**src/pmc_pkg.sv**
```systemverilog
// shared offsets, field positions, reset values and modes of the power regs
package pmc_pkg;

  // ----------------------------------------------------------------
  // register offsets
  // ----------------------------------------------------------------
  localparam logic [7:0]  CTRL_OFS        = 8'h00;
  localparam logic [7:0]  STAT_OFS        = 8'h04;

  // ----------------------------------------------------------------
  // power_control field positions
  // ----------------------------------------------------------------
  localparam int          CTRL_LP_BIT     = 0;
  localparam int          CTRL_SBSEL_BIT  = 1;
  localparam int          CTRL_WCLR_BIT   = 2;
  localparam int          CTRL_SBCLR_BIT  = 3;
  localparam int          CTRL_DETEN_BIT  = 4;
  localparam int          CTRL_THR_LSB    = 5;
  localparam int          CTRL_THR_W      = 3;
  localparam int          CTRL_BKP_BIT    = 8;

  // ----------------------------------------------------------------
  // power_state field positions
  // ----------------------------------------------------------------
  localparam int          STAT_WAKE_BIT   = 0;
  localparam int          STAT_SB_BIT     = 1;
  localparam int          STAT_BELOW_BIT  = 2;
  localparam int          STAT_PIN_LSB    = 8;

  // ----------------------------------------------------------------
  // reset values, cycle counts and wake pin count
  // ----------------------------------------------------------------
  localparam logic [31:0] CTRL_RESET      = 32'h0000_0000;
  localparam logic [31:0] STAT_RESET      = 32'h0000_0000;
  localparam int          WAKE_CLR_CYCLES = 2;
  localparam int          WAKE_PINS       = 8;

  // power mode of the device
  typedef enum logic [1:0] {
    PMC_RUN,
    PMC_STOP,
    PMC_STANDBY
  } pmc_mode_t;

endpackage

```
**src/pmc_clear_delay.sv**
```systemverilog
// delays the wake flag clear strobe by a fixed number of clock cycles
`timescale 1ns/1ps
`default_nettype none

module pmc_clear_delay #(
  parameter int DEPTH = 2
) (
  input  wire logic ref_clk, // system clock
  input  wire logic sys_rst, // async reset, active high
  input  wire logic clr_req, // one-cycle clear request
  output logic      clr_fire // one-cycle clear, DEPTH cycles later
);

  typedef struct packed {
    logic [DEPTH-1:0] pipe;
  } pmc_dly_state_t;

  pmc_dly_state_t s_r;
  pmc_dly_state_t s_nxt;

  // shift the request along; a second request simply rides behind
  always_comb begin
    s_nxt      = s_r;
    s_nxt.pipe = {s_r.pipe[DEPTH-2:0], clr_req};
  end

  always_ff @(posedge ref_clk or posedge sys_rst) begin
    if (sys_rst) begin
      s_r <= '0;
    end else begin
      s_r <= s_nxt;
    end
  end

  assign clr_fire = s_r.pipe[DEPTH-1];
endmodule

`default_nettype wire

```
**src/pmc_power_regs.sv**
```systemverilog
// power mode control and status registers on the apb peripheral bus
`timescale 1ns/1ps
`default_nettype none

// How it works
// - control bit 0 puts the regulator in low power while in stop mode
// - control bit 1 picks standby (1) or stop (0) on deep sleep
// - writing 1 to control bit 2 clears wake flag two cycles later
// - writing 1 to control bit 3 clears the standby flag
// - control bit 4 enables the supply voltage detector
// - control bits 7:5 pick detector threshold, 2.2 V to 2.9 V
// - control bit 8 allows writes to backup domain; blocked after reset
// - control register resets to zero and clears on standby wake
// - status register resets to zero and survives standby wake
// - status reads take one extra bus cycle; master must wait
// - status bit 0 set by enabled wake pin high or rtc wake
// - status bit 1 set on standby entry; cleared by reset or clear bit
// - status bit 2 shows supply below threshold while detector runs outside standby
// - below-threshold bit is zero after reset and on standby entry
// - status bits 15:8 let each wake pin wake the device
// - wake pin enables clear on system reset
// - deep sleep with standby select and no wake flag enters standby
// - deep sleep with standby select low enters stop mode
module pmc_power_regs #(
  parameter int ADDR_W = 8,
  parameter int PINS   = pmc_pkg::WAKE_PINS
) (
  input  wire logic              ref_clk,                   // 10 MHz clock
  input  wire logic              sys_rst,                   // power-on reset
  input  wire logic              psel,                      // apb select
  input  wire logic              penable,                   // apb enable
  input  wire logic              pwrite,                    // apb write
  input  wire logic [ADDR_W-1:0] paddr,                     // apb address
  input  wire logic [31:0]       pwdata,                    // apb wdata
  output logic [31:0]            prdata,                    // apb rdata
  output logic                   pready,                    // apb ready
  output logic                   pslverr,                   // apb error
  input  wire logic [PINS-1:0]   wake_pin,                  // wake pins
  input  wire logic              rtc_alarm_wake,            // rtc wake
  input  wire logic              sleep_instr,               // wfi/wfe pulse
  input  wire logic              core_deep_sleep_bit,       // core deep
  input  wire logic              stop_wake_req,             // irq/event
  input  wire logic              standby_ext_reset,         // pin/wdt rst
  input  wire logic              supply_below_raw,          // comparator
  output logic                   stop_regulator_lowpower,   // ctrl bit
  output logic                   deep_sleep_standby_select, // ctrl bit
  output logic                   voltage_detector_enable,   // ctrl bit
  output logic [2:0]             detector_threshold_select, // ctrl field
  output logic                   backup_write_enable,       // ctrl bit
  output logic [PINS-1:0]        wake_pin_config,           // pin enables
  output logic                   regulator_lowpower_on,     // lp in stop
  output logic                   in_stop,                   // stop mode
  output logic                   in_standby                 // standby mode
);

  // ----------------------------------------------------------------
  // state
  // ----------------------------------------------------------------
  typedef struct packed {
    logic               lp;
    logic               sb_sel;
    logic               det_en;
    logic [2:0]         thr;
    logic               bkp;
    logic [PINS-1:0]    pin_cfg;
    logic               wake_flag;
    logic               sb_flag;
    logic               below;
    logic               lp_on;
    pmc_pkg::pmc_mode_t mode;
    logic               waited;
    logic [31:0]        rdata;
  } pmc_regs_state_t;

  localparam logic [ADDR_W-1:0] A_CTRL = ADDR_W'(pmc_pkg::CTRL_OFS);
  localparam logic [ADDR_W-1:0] A_STAT = ADDR_W'(pmc_pkg::STAT_OFS);

  pmc_regs_state_t s_r;
  pmc_regs_state_t s_nxt;

  logic        setup_ph;
  logic        access_ph;
  logic        hit_ctrl;
  logic        hit_stat;
  logic        stat_rd;
  logic        wr_ctrl;
  logic        wr_stat;
  logic        wclr_req;
  logic        wclr_fire;
  logic        sbclr;
  logic        wake_any;
  logic        sleep_go;
  logic        enter_sb;
  logic        enter_stop;
  logic        sb_exit;
  logic        stop_exit;
  logic [31:0] ctrl_word;
  logic [31:0] stat_word;

  // ----------------------------------------------------------------
  // helpers
  // ----------------------------------------------------------------
  pmc_wake_detect #(
    .PINS            (PINS)
  ) u_wake (
    .wake_pin        (wake_pin),
    .wake_pin_config (s_r.pin_cfg),
    .rtc_alarm_wake  (rtc_alarm_wake),
    .wake_any        (wake_any)
  );

  pmc_clear_delay #(
    .DEPTH    (pmc_pkg::WAKE_CLR_CYCLES)
  ) u_wclr (
    .ref_clk  (ref_clk),
    .sys_rst  (sys_rst),
    .clr_req  (wclr_req),
    .clr_fire (wclr_fire)
  );

  // ----------------------------------------------------------------
  // apb decode
  // ----------------------------------------------------------------
  // address decode, unmapped offsets answer with an error
  always_comb begin
    hit_ctrl = 1'b0;
    hit_stat = 1'b0;
    if (paddr == A_CTRL) begin
      hit_ctrl = 1'b1;
    end else if (paddr == A_STAT) begin
      hit_stat = 1'b1;
    end
  end

  assign setup_ph  = psel & ~penable;
  assign access_ph = psel & penable;
  assign stat_rd   = access_ph & ~pwrite & hit_stat;
  // status read holds ready low for its first access cycle
  assign pready    = ~(stat_rd & ~s_r.waited);
  assign pslverr   = access_ph & pready & ~(hit_ctrl | hit_stat);
  assign wr_ctrl   = access_ph & pready & pwrite & hit_ctrl;
  assign wr_stat   = access_ph & pready & pwrite & hit_stat;
  assign wclr_req  = wr_ctrl & pwdata[pmc_pkg::CTRL_WCLR_BIT];
  assign sbclr     = wr_ctrl & pwdata[pmc_pkg::CTRL_SBCLR_BIT];

  // ----------------------------------------------------------------
  // read words
  // ----------------------------------------------------------------
  // clear strobes are never stored, so they read zero
  always_comb begin
    ctrl_word                            = '0;
    ctrl_word[pmc_pkg::CTRL_LP_BIT]      = s_r.lp;
    ctrl_word[pmc_pkg::CTRL_SBSEL_BIT]   = s_r.sb_sel;
    ctrl_word[pmc_pkg::CTRL_WCLR_BIT]    = 1'b0;
    ctrl_word[pmc_pkg::CTRL_SBCLR_BIT]   = 1'b0;
    ctrl_word[pmc_pkg::CTRL_DETEN_BIT]   = s_r.det_en;
    ctrl_word[pmc_pkg::CTRL_THR_LSB +: pmc_pkg::CTRL_THR_W] = s_r.thr;
    ctrl_word[pmc_pkg::CTRL_BKP_BIT]     = s_r.bkp;
  end

  always_comb begin
    stat_word                            = '0;
    stat_word[pmc_pkg::STAT_WAKE_BIT]    = s_r.wake_flag;
    stat_word[pmc_pkg::STAT_SB_BIT]      = s_r.sb_flag;
    stat_word[pmc_pkg::STAT_BELOW_BIT]   = s_r.below;
    stat_word[pmc_pkg::STAT_PIN_LSB +: PINS] = s_r.pin_cfg;
  end

  // ----------------------------------------------------------------
  // power mode events
  // ----------------------------------------------------------------
  // sleep with the deep bit clear is plain sleep and never reaches us
  assign sleep_go   = sleep_instr & core_deep_sleep_bit &
                      (s_r.mode == pmc_pkg::PMC_RUN);
  // a pending wake flag blocks standby so no event is slept through
  assign enter_sb   = sleep_go & s_r.sb_sel & ~s_r.wake_flag;
  assign enter_stop = sleep_go & ~s_r.sb_sel;
  assign sb_exit    = (s_r.mode == pmc_pkg::PMC_STANDBY) &
                      (wake_any | standby_ext_reset);
  assign stop_exit  = (s_r.mode == pmc_pkg::PMC_STOP) &
                      (wake_any | stop_wake_req);

  // ----------------------------------------------------------------
  // next state
  // ----------------------------------------------------------------
  always_comb begin
    s_nxt        = s_r;
    s_nxt.waited = stat_rd & ~s_r.waited;

    // read data is sampled in setup and again in the wait cycle
    if ((setup_ph & ~pwrite) | (stat_rd & ~s_r.waited)) begin
      if (hit_ctrl) begin
        s_nxt.rdata = ctrl_word;
      end else if (hit_stat) begin
        s_nxt.rdata = stat_word;
      end else begin
        s_nxt.rdata = '0;
      end
    end

    // control writes, reserved bits dropped
    if (wr_ctrl) begin
      s_nxt.lp     = pwdata[pmc_pkg::CTRL_LP_BIT];
      s_nxt.sb_sel = pwdata[pmc_pkg::CTRL_SBSEL_BIT];
      s_nxt.det_en = pwdata[pmc_pkg::CTRL_DETEN_BIT];
      s_nxt.thr    = pwdata[pmc_pkg::CTRL_THR_LSB +: pmc_pkg::CTRL_THR_W];
      s_nxt.bkp    = pwdata[pmc_pkg::CTRL_BKP_BIT];
    end

    // only the pin enables of the status word are writable
    if (wr_stat) begin
      s_nxt.pin_cfg = pwdata[pmc_pkg::STAT_PIN_LSB +: PINS];
    end

    // wake flag: a new event beats the delayed clear
    if (wake_any) begin
      s_nxt.wake_flag = 1'b1;
    end else if (wclr_fire) begin
      s_nxt.wake_flag = 1'b0;
    end

    // standby flag: entry beats a clear in the same cycle
    if (enter_sb) begin
      s_nxt.sb_flag = 1'b1;
    end else if (sbclr) begin
      s_nxt.sb_flag = 1'b0;
    end

    // comparator output only counts while the detector runs
    s_nxt.below = s_r.det_en & supply_below_raw &
                  (s_r.mode != pmc_pkg::PMC_STANDBY);
    if (enter_sb) begin
      s_nxt.below = 1'b0;
    end

    // mode sequencing
    case (s_r.mode)
      pmc_pkg::PMC_RUN: begin
        if (enter_sb) begin
          s_nxt.mode = pmc_pkg::PMC_STANDBY;
        end else if (enter_stop) begin
          s_nxt.mode = pmc_pkg::PMC_STOP;
        end
      end
      pmc_pkg::PMC_STOP: begin
        if (stop_exit) begin
          s_nxt.mode = pmc_pkg::PMC_RUN;
        end
      end
      pmc_pkg::PMC_STANDBY: begin
        if (sb_exit) begin
          s_nxt.mode = pmc_pkg::PMC_RUN;
        end
      end
      default: begin
        s_nxt.mode = pmc_pkg::PMC_RUN;
      end
    endcase

    // standby wake is a chip reset for control only; status is kept
    if (sb_exit) begin
      s_nxt.lp     = 1'b0;
      s_nxt.sb_sel = 1'b0;
      s_nxt.det_en = 1'b0;
      s_nxt.thr    = '0;
      s_nxt.bkp    = 1'b0;
    end

    // regulator drops to low power only while actually stopped
    s_nxt.lp_on = (s_nxt.mode == pmc_pkg::PMC_STOP) & s_nxt.lp;
  end

  // ----------------------------------------------------------------
  // registers
  // ----------------------------------------------------------------
  // power-on reset clears everything, pin enables included
  always_ff @(posedge ref_clk or posedge sys_rst) begin
    if (sys_rst) begin
      s_r <= '0;
    end else begin
      s_r <= s_nxt;
    end
  end

  // ----------------------------------------------------------------
  // outputs
  // ----------------------------------------------------------------
  assign prdata                    = s_r.rdata;
  assign stop_regulator_lowpower   = s_r.lp;
  assign deep_sleep_standby_select = s_r.sb_sel;
  assign voltage_detector_enable   = s_r.det_en;
  assign detector_threshold_select = s_r.thr;
  assign backup_write_enable       = s_r.bkp;
  assign wake_pin_config           = s_r.pin_cfg;
  assign regulator_lowpower_on     = s_r.lp_on;
  assign in_stop                   = s_r.mode == pmc_pkg::PMC_STOP;
  assign in_standby                = s_r.mode == pmc_pkg::PMC_STANDBY;
endmodule

`default_nettype wire

```
**src/pmc_wake_detect.sv**
```systemverilog
// masks the wake pins with their enables and merges them with the rtc wake
`timescale 1ns/1ps
`default_nettype none

module pmc_wake_detect #(
  parameter int PINS = 8
) (
  input  wire logic [PINS-1:0] wake_pin,        // wake pin levels
  input  wire logic [PINS-1:0] wake_pin_config, // per pin wake enable
  input  wire logic            rtc_alarm_wake,  // rtc alarm wake level
  output logic                 wake_any         // any enabled wake event
);

  logic [PINS-1:0] pin_hit;

  // ----------------------------------------------------------------
  // per pin gate: a pin left as plain i/o never wakes the device
  // ----------------------------------------------------------------
  for (genvar i = 0; i < PINS; i++) begin : g_pin
    assign pin_hit[i] = wake_pin[i] & wake_pin_config[i];
  end

  // high level on an enabled pin counts as an event
  assign wake_any = (|pin_hit) | rtc_alarm_wake;

endmodule

`default_nettype wire

```
**config.mk**
```make
export PLATFORM = sky130hd
export DESIGN_NAME = pmc_power_regs
export DESIGN_NICKNAME = d
export VERILOG_FILES = /design/src/pmc_pkg.sv /design/src/pmc_clear_delay.sv /design/src/pmc_power_regs.sv /design/src/pmc_wake_detect.sv
export SDC_FILE = /design/constraint.sdc
export NUM_CORES = 1
export LEC_CHECK = 0
export BUFFER_PORTS_ARGS = -buffer_cell sky130_fd_sc_hd__buf_2
export CORE_MARGIN = 2
export CORE_UTILIZATION = 45
export CTS_CLUSTER_SIZE = 12
export DETAILED_ROUTE_END_ITERATION = 8
export PLACE_DENSITY = 0.77
export SLEW_MARGIN = 10
export SYNTH_ARGS = -nofsm -noshare
export SYNTH_HDL_FRONTEND = slang
export SYNTH_HIERARCHICAL = 1
export SYNTH_SLANG_ARGS = --single-unit
```
**constraint.sdc**
```tcl
create_clock -name ref_clk -period 2.4 [get_ports ref_clk]
set_input_delay 0 -clock ref_clk [delete_from_list [all_inputs] [get_ports ref_clk]]
set_output_delay 0 -clock ref_clk [all_outputs]
set_load 0.01 [all_outputs]
```
==> results.txt, run 1 <==
- The flow ran to the end, and the final reports show no timing, DRC or antenna violations.
- Detailed placement finished with a half-perimeter wire length of 3275 um.
- The global routing stage identified its most utilized layer as met2.
- CTS clock-pin slew for the worst setup and hold paths: 0.07 ns
- Detailed Routing Iterations Pass 1: 4
* Global-route usage over all layers: 18.54%
* Die outline area: 5149 um2
- Hold crit path type: input port to async pin
* Period utilisation layout: 87.32%
- The floorplan has 24 rows.
* Num CTS Buffers: 5
- Final Critical Period: 2.096 ns
- Counting flops with an async set or reset pin after synthesis yields a share of 100.0%.
- Count of routing violations after the opening detailed-route iteration: 84
* Met2 capacity usage during global routing: 31.28%
* Number of global-route vias before repair: 1557
* Num Clock Sinks: 39
- Number of distinct library cells after synthesis: 32
- Fmax achieved: 0.4772 GHz
* Storage element area: 975.9 um2
* Final estimated routing congestion in global placement: 0.7684
- Setup repair after global routing missed its margin: no
- Top-Level Pins: 111
- Crit path DAT: 2.31 ns
* Classification of the worst setup path: input port to register
* Yosys Warn Count: 6
- Yosys mapped a number of flops with a built-in enable equal to 0.
- Starting utilization of the core area: 47.12%
* Global route total overflow: 0
- Max Fanout on Critical Path: 8
- PnR Total Power: 1.267 mW
- Seq/Total Area, Yosys: 47.24%
- Via/cell ratio: 4.700
- Final sum of negative setup slack: 0 ns
- Max-cap violations in this run came to 0.
* Per-instance average area after synthesis: 10.65 um2
- Diodes inserted: 0
- Once the clock tree was built, the setup fixing pass inserted 0 buffers.
- The number of cells on the worst reg-to-reg path is 5.
* Highest-count cells in the layout ignoring fill and taps: buf_2, dfrtp_1, dlygate4sd3_1
- VDD sags by at most 0.3956 mV.
* Met3 track demand over resource in global routing: 5.907%
- Cells with a size suffix above 1 make up 38.55% of the layout.
* Instance count of the mapped netlist: 194
- In this run the critical register-to-register path is captured at prdata[2]$_DFFE_PP0P_.
* Routed wire length: 4551 um
* Area growth, synth to finish: 24.71%
* Die height: 71.76 um
- Pwr/cell area: 491.8 nW/um2
- Pin count of the biggest net entering global routing: 38
- Critical register-to-register path startpoint: s_r[32]$_DFF_PP0_
- Depth of the CTS H-tree: 2
- After detailed routing, the average wire length per cell comes to 13.92 um.
* DRC violation count after routing: 0
- The final route contains 1537 vias.
- The initial antenna violation count came to 0.
* Core Region: 4384 um2
- Data on the critical path is required at its endpoint by 2.61 ns.
- TritonCTS built the clock tree.
* Number of I/O port buffers: 77
* Final setup violation count: 0
- Combined area of all synthesized cells: 2066 um2
- The synthesized design contains 39 register bits.
- Across all register-to-register paths, the minimum setup slack is 0.41 ns.
* Slew Limit Fails: 0
- Filler Cells Inserted: 382
* Latest clock arrival within the worst-skew pair: 0.30 ns
* Number of failing hold endpoints at the final stage: 0
- Synth Flop Type: dfrtp_1
* Pleak: 1.401 nW
* Startpoint types: input port
- CP Capture Type: register
- In this run the deepest clock path goes through 2 buffers.
- Post-layout net count: 333
- Fraction of met1 tracks used by global routing: 21.81%
- The first global-routing pass estimated 7314 um of wire.
* Multi-input gate area: 728.2 um2
- The floorplan step set the die width to 71.76 um.
- Clock tree synthesis selected as its root buffer the cell clkbuf_8.
* Most common library cell in the layout ignoring fill and taps: buf_2
- Worst setup skew after layout: 0.008650 ns
- The detail route stage leaves a number of antenna-violating nets equal to 0.
## power breakdown
part	total [mW]	internal [mW]	switching, mW
Clock	0.467	0.235	0.232
Combinational	0.131	0.0666	0.0648
Sequential	0.669	0.663	0.00606
Total	1.27	0.965	0.302
## cell usage after synthesis, types with 2 or more instances
| master | count | area (um2) |
|---|---|---|
| a21o_1 | 2 | 15.01 |
| a21oi_1 | 2 | 10.01 |
| a22o_1 | 4 | 35.03 |
| buf_4 | 44 | 330.3 |
| dfrtp_1 | 39 | 975.9 |
| inv_1 | 19 | 71.32 |
| mux2_2 | 11 | 123.9 |
| mux2i_1 | 19 | 190.2 |
| nand2_1 | 15 | 56.30 |
| nand3_1 | 2 | 10.01 |
| nor2_1 | 12 | 45.04 |
| nor3_1 | 5 | 25.02 |
## layout make-up
| cell class | count | share of cell area, % |
|---|---|---|
| inverters | 19 | 2.768 |
| multi-input cells | 105 | 28.27 |
| clock inverters | 1 | 0.3400 |
| flip-flops and latches | 39 | 37.88 |
| clock buffers | 7 | 3.351 |
| well taps | 52 | 2.525 |
| repair buffers | 104 | 24.87 |
## worst max-delay path by stage
stage | startpoint | end
floorplan | s_r[32]$_DFF_PP0_ | prdata[0]$_DFFE_PP0P_
global placement | s_r[32]$_DFF_PP0_ | prdata[10]$_DFFE_PP0P_
detailed placement | s_r[32]$_DFF_PP0_ | prdata[2]$_DFFE_PP0P_
CTS | paddr[3] | prdata[2]$_DFFE_PP0P_
global route | paddr[3] | prdata[15]$_DFFE_PP0P_
finish | paddr[3] | prdata[2]$_DFFE_PP0P_
## layer usage
metal,share of wire (%),vias up
met5,0,-
met4,2.9,0
met3,5.0,12
met2,52,50
met1,40,738
li1,-,737
## timing repair
item / in CTS / in global routing
endpoints found under the hold margin: 59 / 0
setup endpoints to repair: 0 / 0
resized for setup: 0 / 0
hold buffers: 21 / 0
## cell families after synthesis
group | after synthesis | synth area share (%)
simple gates | 45 | 11.51
other cells | 1 | 0.1815
buf+inv | 66 | 20.41
mux | 30 | 15.20
flops | 39 | 47.24
compound gates | 13 | 5.451
## flip-flops by register name, indices dropped and copies added (netlist names)
| signal | cells |
|---|---|
| regulator_lowpower_on | 1 |
| stop_regulator_lowpower | 1 |
| u_wclr/s_r | 2 |
| s_r | 6 |
| backup_write_enable | 1 |
| deep_sleep_standby_select | 1 |
| prdata | 15 |
| detector_threshold_select | 3 |
| wake_pin_config | 8 |
| voltage_detector_enable | 1 |
## worst max-delay path, cell delays in order
cell and delay, ns:
dlygate4sd3_1 0.54, buf_2 0.13, or4b_2 0.60, nor3_1 0.25
a21o_1 0.35, buf_4 0.24, mux2i_1 0.20
## metrics by stage
step / area [um2] / hold WS [ns] / std cells / worst slack, ns / utilization [%]
after floorplan: 2126 / -0.2588 / 210 / 0.6471 / -
after CTS: 2576 / 0.1007 / 327 / 0.2855 / 58.76
final: 2576 / 0.1002 / 327 / 0.3044 / 58.76
after detailed placement: 2271 / -0.1308 / 298 / 0.3657 / 51.80
after global placement: 2271 / -0.1352 / 298 / 0.4360 / 51.80
after global routing: 2576 / 0.1204 / 327 / 0.1338 / 58.76
(Power assumes the default switching activity.)
==> inputs of run 2 (changes only) <==
- BUFFER_PORTS_ARGS: -buffer_cell sky130_fd_sc_hd__buf_2 -> -buffer_cell sky130_fd_sc_hd__buf_4
==> results.txt, run 2 (synthesis gave the netlist of run 1 again) <==
* Num CTS Buffers: 5
- Routability-driven placement finished with a final weighted congestion of 0.7626.
- Global-route usage over all layers: 19.09%
- Highest-count cells in the layout ignoring fill and taps: buf_4, dfrtp_1, dlygate4sd3_1
- Number of antenna violations at the first check in global routing: 0
* Count of routing violations after the opening detailed-route iteration: 62
* Count of vias placed by the detailed router: 1537
- The library cell used most frequently in the layout, excluding fill and tap cells, is buf_4.
* Number of flip-flops in the largest register: 15
- In this run the worst path has a maximum fanout of 8.
- The total area inside the core boundary comes to 4384 um2.
- Pwr/cell area: 451.7 nW/um2
* Detailed Routing Iterations Pass 1: 4
* Outcome: complete, no violations
- Post-layout net count: 333
* Latest clock arrival within the worst-skew pair: 0.29 ns
- Net load switching power: 0.2878 mW
* Hold crit path type: input port to register
* ANT nets after route: 0
- The worst hold path passes through 3 cells.
- CTS clock-pin slew for the worst setup and hold paths: 0.07 ns
- Setup violations remaining at the end of the flow were counted as 0.
- Num Clock Sinks: 39
- Net switching is 23.14% of the power.
* First-pass GRT wire length: 7383 um
* Pin count of the biggest net entering global routing: 24
- Input and output buffers added on the ports amount to 77.
* Number of placement rows: 24
- The final-report hold violation count was 0.
- The H-tree was split into 2 levels.
- Horizontal die dimension: 71.76 um
- Adding up every negative setup slack in the final design gives 0 ns.
- Die height: 71.76 um
* Final Critical Period: 2.166 ns
* Die outline area: 5149 um2
* Crit path DAT: 2.37 ns
* Relative contribution of the clock network to total power: 33.7%
* Top-Level Pins: 111
- Setup repair after global routing left no endpoint under its margin.
- Wires add up to 4582 um.
- Max-cap violations: 0
* Diodes inserted: 0
- Classification of the worst setup path: input port to register
* Largest vdd supply drop: 0.2837 mV
- Global route total overflow: 0
- Fmax achieved: 0.4618 GHz
- The most critical setup path has its startpoint at paddr[3].
- Measured against its own limit, the worst slew margin works out to 43.14%.
- In this run the register-to-register setup slack is 0.34 ns.
* Root buffer selected by CTS: clkbuf_8
- The count of final max-slew check failures is 0.
* Final WS setup: 0.2344 ns
* Length in cells of the worst reg-to-reg path: 5
- The share of total power dissipated in combinational logic is 12.5%.
* Number of global-route vias before repair: 1593
* Transition time at the pin with the least slew margin: 0.8520 ns
- PnR Total Power: 1.243 mW
- In this run the static leakage power is 1.431 nW.
* Sequential share of power: 53.8%
- Via/cell ratio: 4.700
* Total internal power: 0.9557 mW
- CTS tree: yes
* Worst slack at placement: 0.3390 ns
* Startpoint types: input port
- Wire per inst: 14.01 um
- In this run the critical register-to-register path is launched from s_r[32]$_DFF_PP0_.
* Critical register-to-register path endpoint: prdata[2]$_DFFE_PP0P_
- The worst setup path is captured at a register.
- The layout has 371 filler cells.
- The worst hold path begins at pwdata[0].
* DRC violation count after routing: 0
* Data required time of the critical path: 2.61 ns
- Worst setup skew after layout: 0.005287 ns
- Detailed placement ended at an HPWL of 3446 um.
* Critical path endpoint: prdata[2]$_DFFE_PP0P_
- Once the floorplan was initialized, standard cells occupied 47.12% of the core.
* Share of layout cells above drive strength 1: 38.55%
- Dividing the final minimum period by the clock period gives 90.23%.
- From synthesis to final layout, the design area changed by 33.25%.
- Deepest clock path buffer count: 2
-- run 2: final cells by class --
type | instances | area (um2) | share of cell area, %
timing repair buffer | 104 | 830.8 | 30.18
tap | 52 | 65.06 | 2.364
multi-input combinational | 105 | 728.2 | 26.45
inverter | 19 | 71.32 | 2.591
sequential | 39 | 975.9 | 35.45
clock inverter | 1 | 5.005 | 0.1818
clock buffer | 7 | 76.32 | 2.773
-- run 2: power by group through the flow --
stage          registers, mW  clock network (mW)  logic (mW)
3_5_place_dp           0.682                   0       0.131
6_report               0.669               0.419       0.155
2_1_floorplan          0.680                   0      0.0790
3_3_place_gp           0.681                   0       0.127
5_1_grt                0.670               0.463       0.170
4_1_cts                0.669               0.436       0.156
-- run 2: critical path: stages --
cell and delay (ns):
dlygate4sd3_1 0.54, buf_4 0.13, or4b_2 0.60, nor3_1 0.30, a21o_1 0.35, buf_4 0.24, mux2i_1 0.21
-- run 2: worst min path at each step --
stage / end / slack, ns
2_1_floorplan: u_wclr/s_r[0]$_DFF_PP0_ / -0.26
3_3_place_gp: u_wclr/s_r[0]$_DFF_PP0_ / -0.13
3_5_place_dp: u_wclr/s_r[0]$_DFF_PP0_ / -0.13
4_1_cts: stop_regulator_lowpower$_DFF_PP0_ / 0.01
5_1_grt: regulator_lowpower_on$_DFF_PP0_ / 0.04
6_report: stop_regulator_lowpower$_DFF_PP0_ / 0.02
-- run 2: metrics by stage --
| step | instance area, um2 | hold slack (ns) | util (%) | cells |
|---|---|---|---|---|
| floorplan | 2126 | -0.2588 | - | 210 |
| CTS | 2753 | 0.01385 | 62.79 | 327 |
| global placement | 2471 | -0.1308 | 56.36 | 299 |
| finish | 2753 | 0.02021 | 62.79 | 327 |
| global route | 2753 | 0.03524 | 62.79 | 327 |
| detailed placement | 2471 | -0.1266 | 56.36 | 299 |
-- run 2: what timing repair did --
| item | CTS | global route |
|---|---|---|
| endpoints found under the hold margin | 42 | 0 |
| setup buffers | 0 | 0 |
| gates resized for setup | 0 | 0 |
| hold buffers | 20 | 0 |
-- run 2: per-layer routing --
metal | part of all wire [%] | track usage [%] | vias to the layer above
li1 | - | - | 738
met1 | 39 | 22.58 | 744
met2 | 54 | 32.72 | 45
met3 | 4.2 | 4.641 | 10
met4 | 2.7 | 8.805 | 0
met5 | 0 | 0 | -
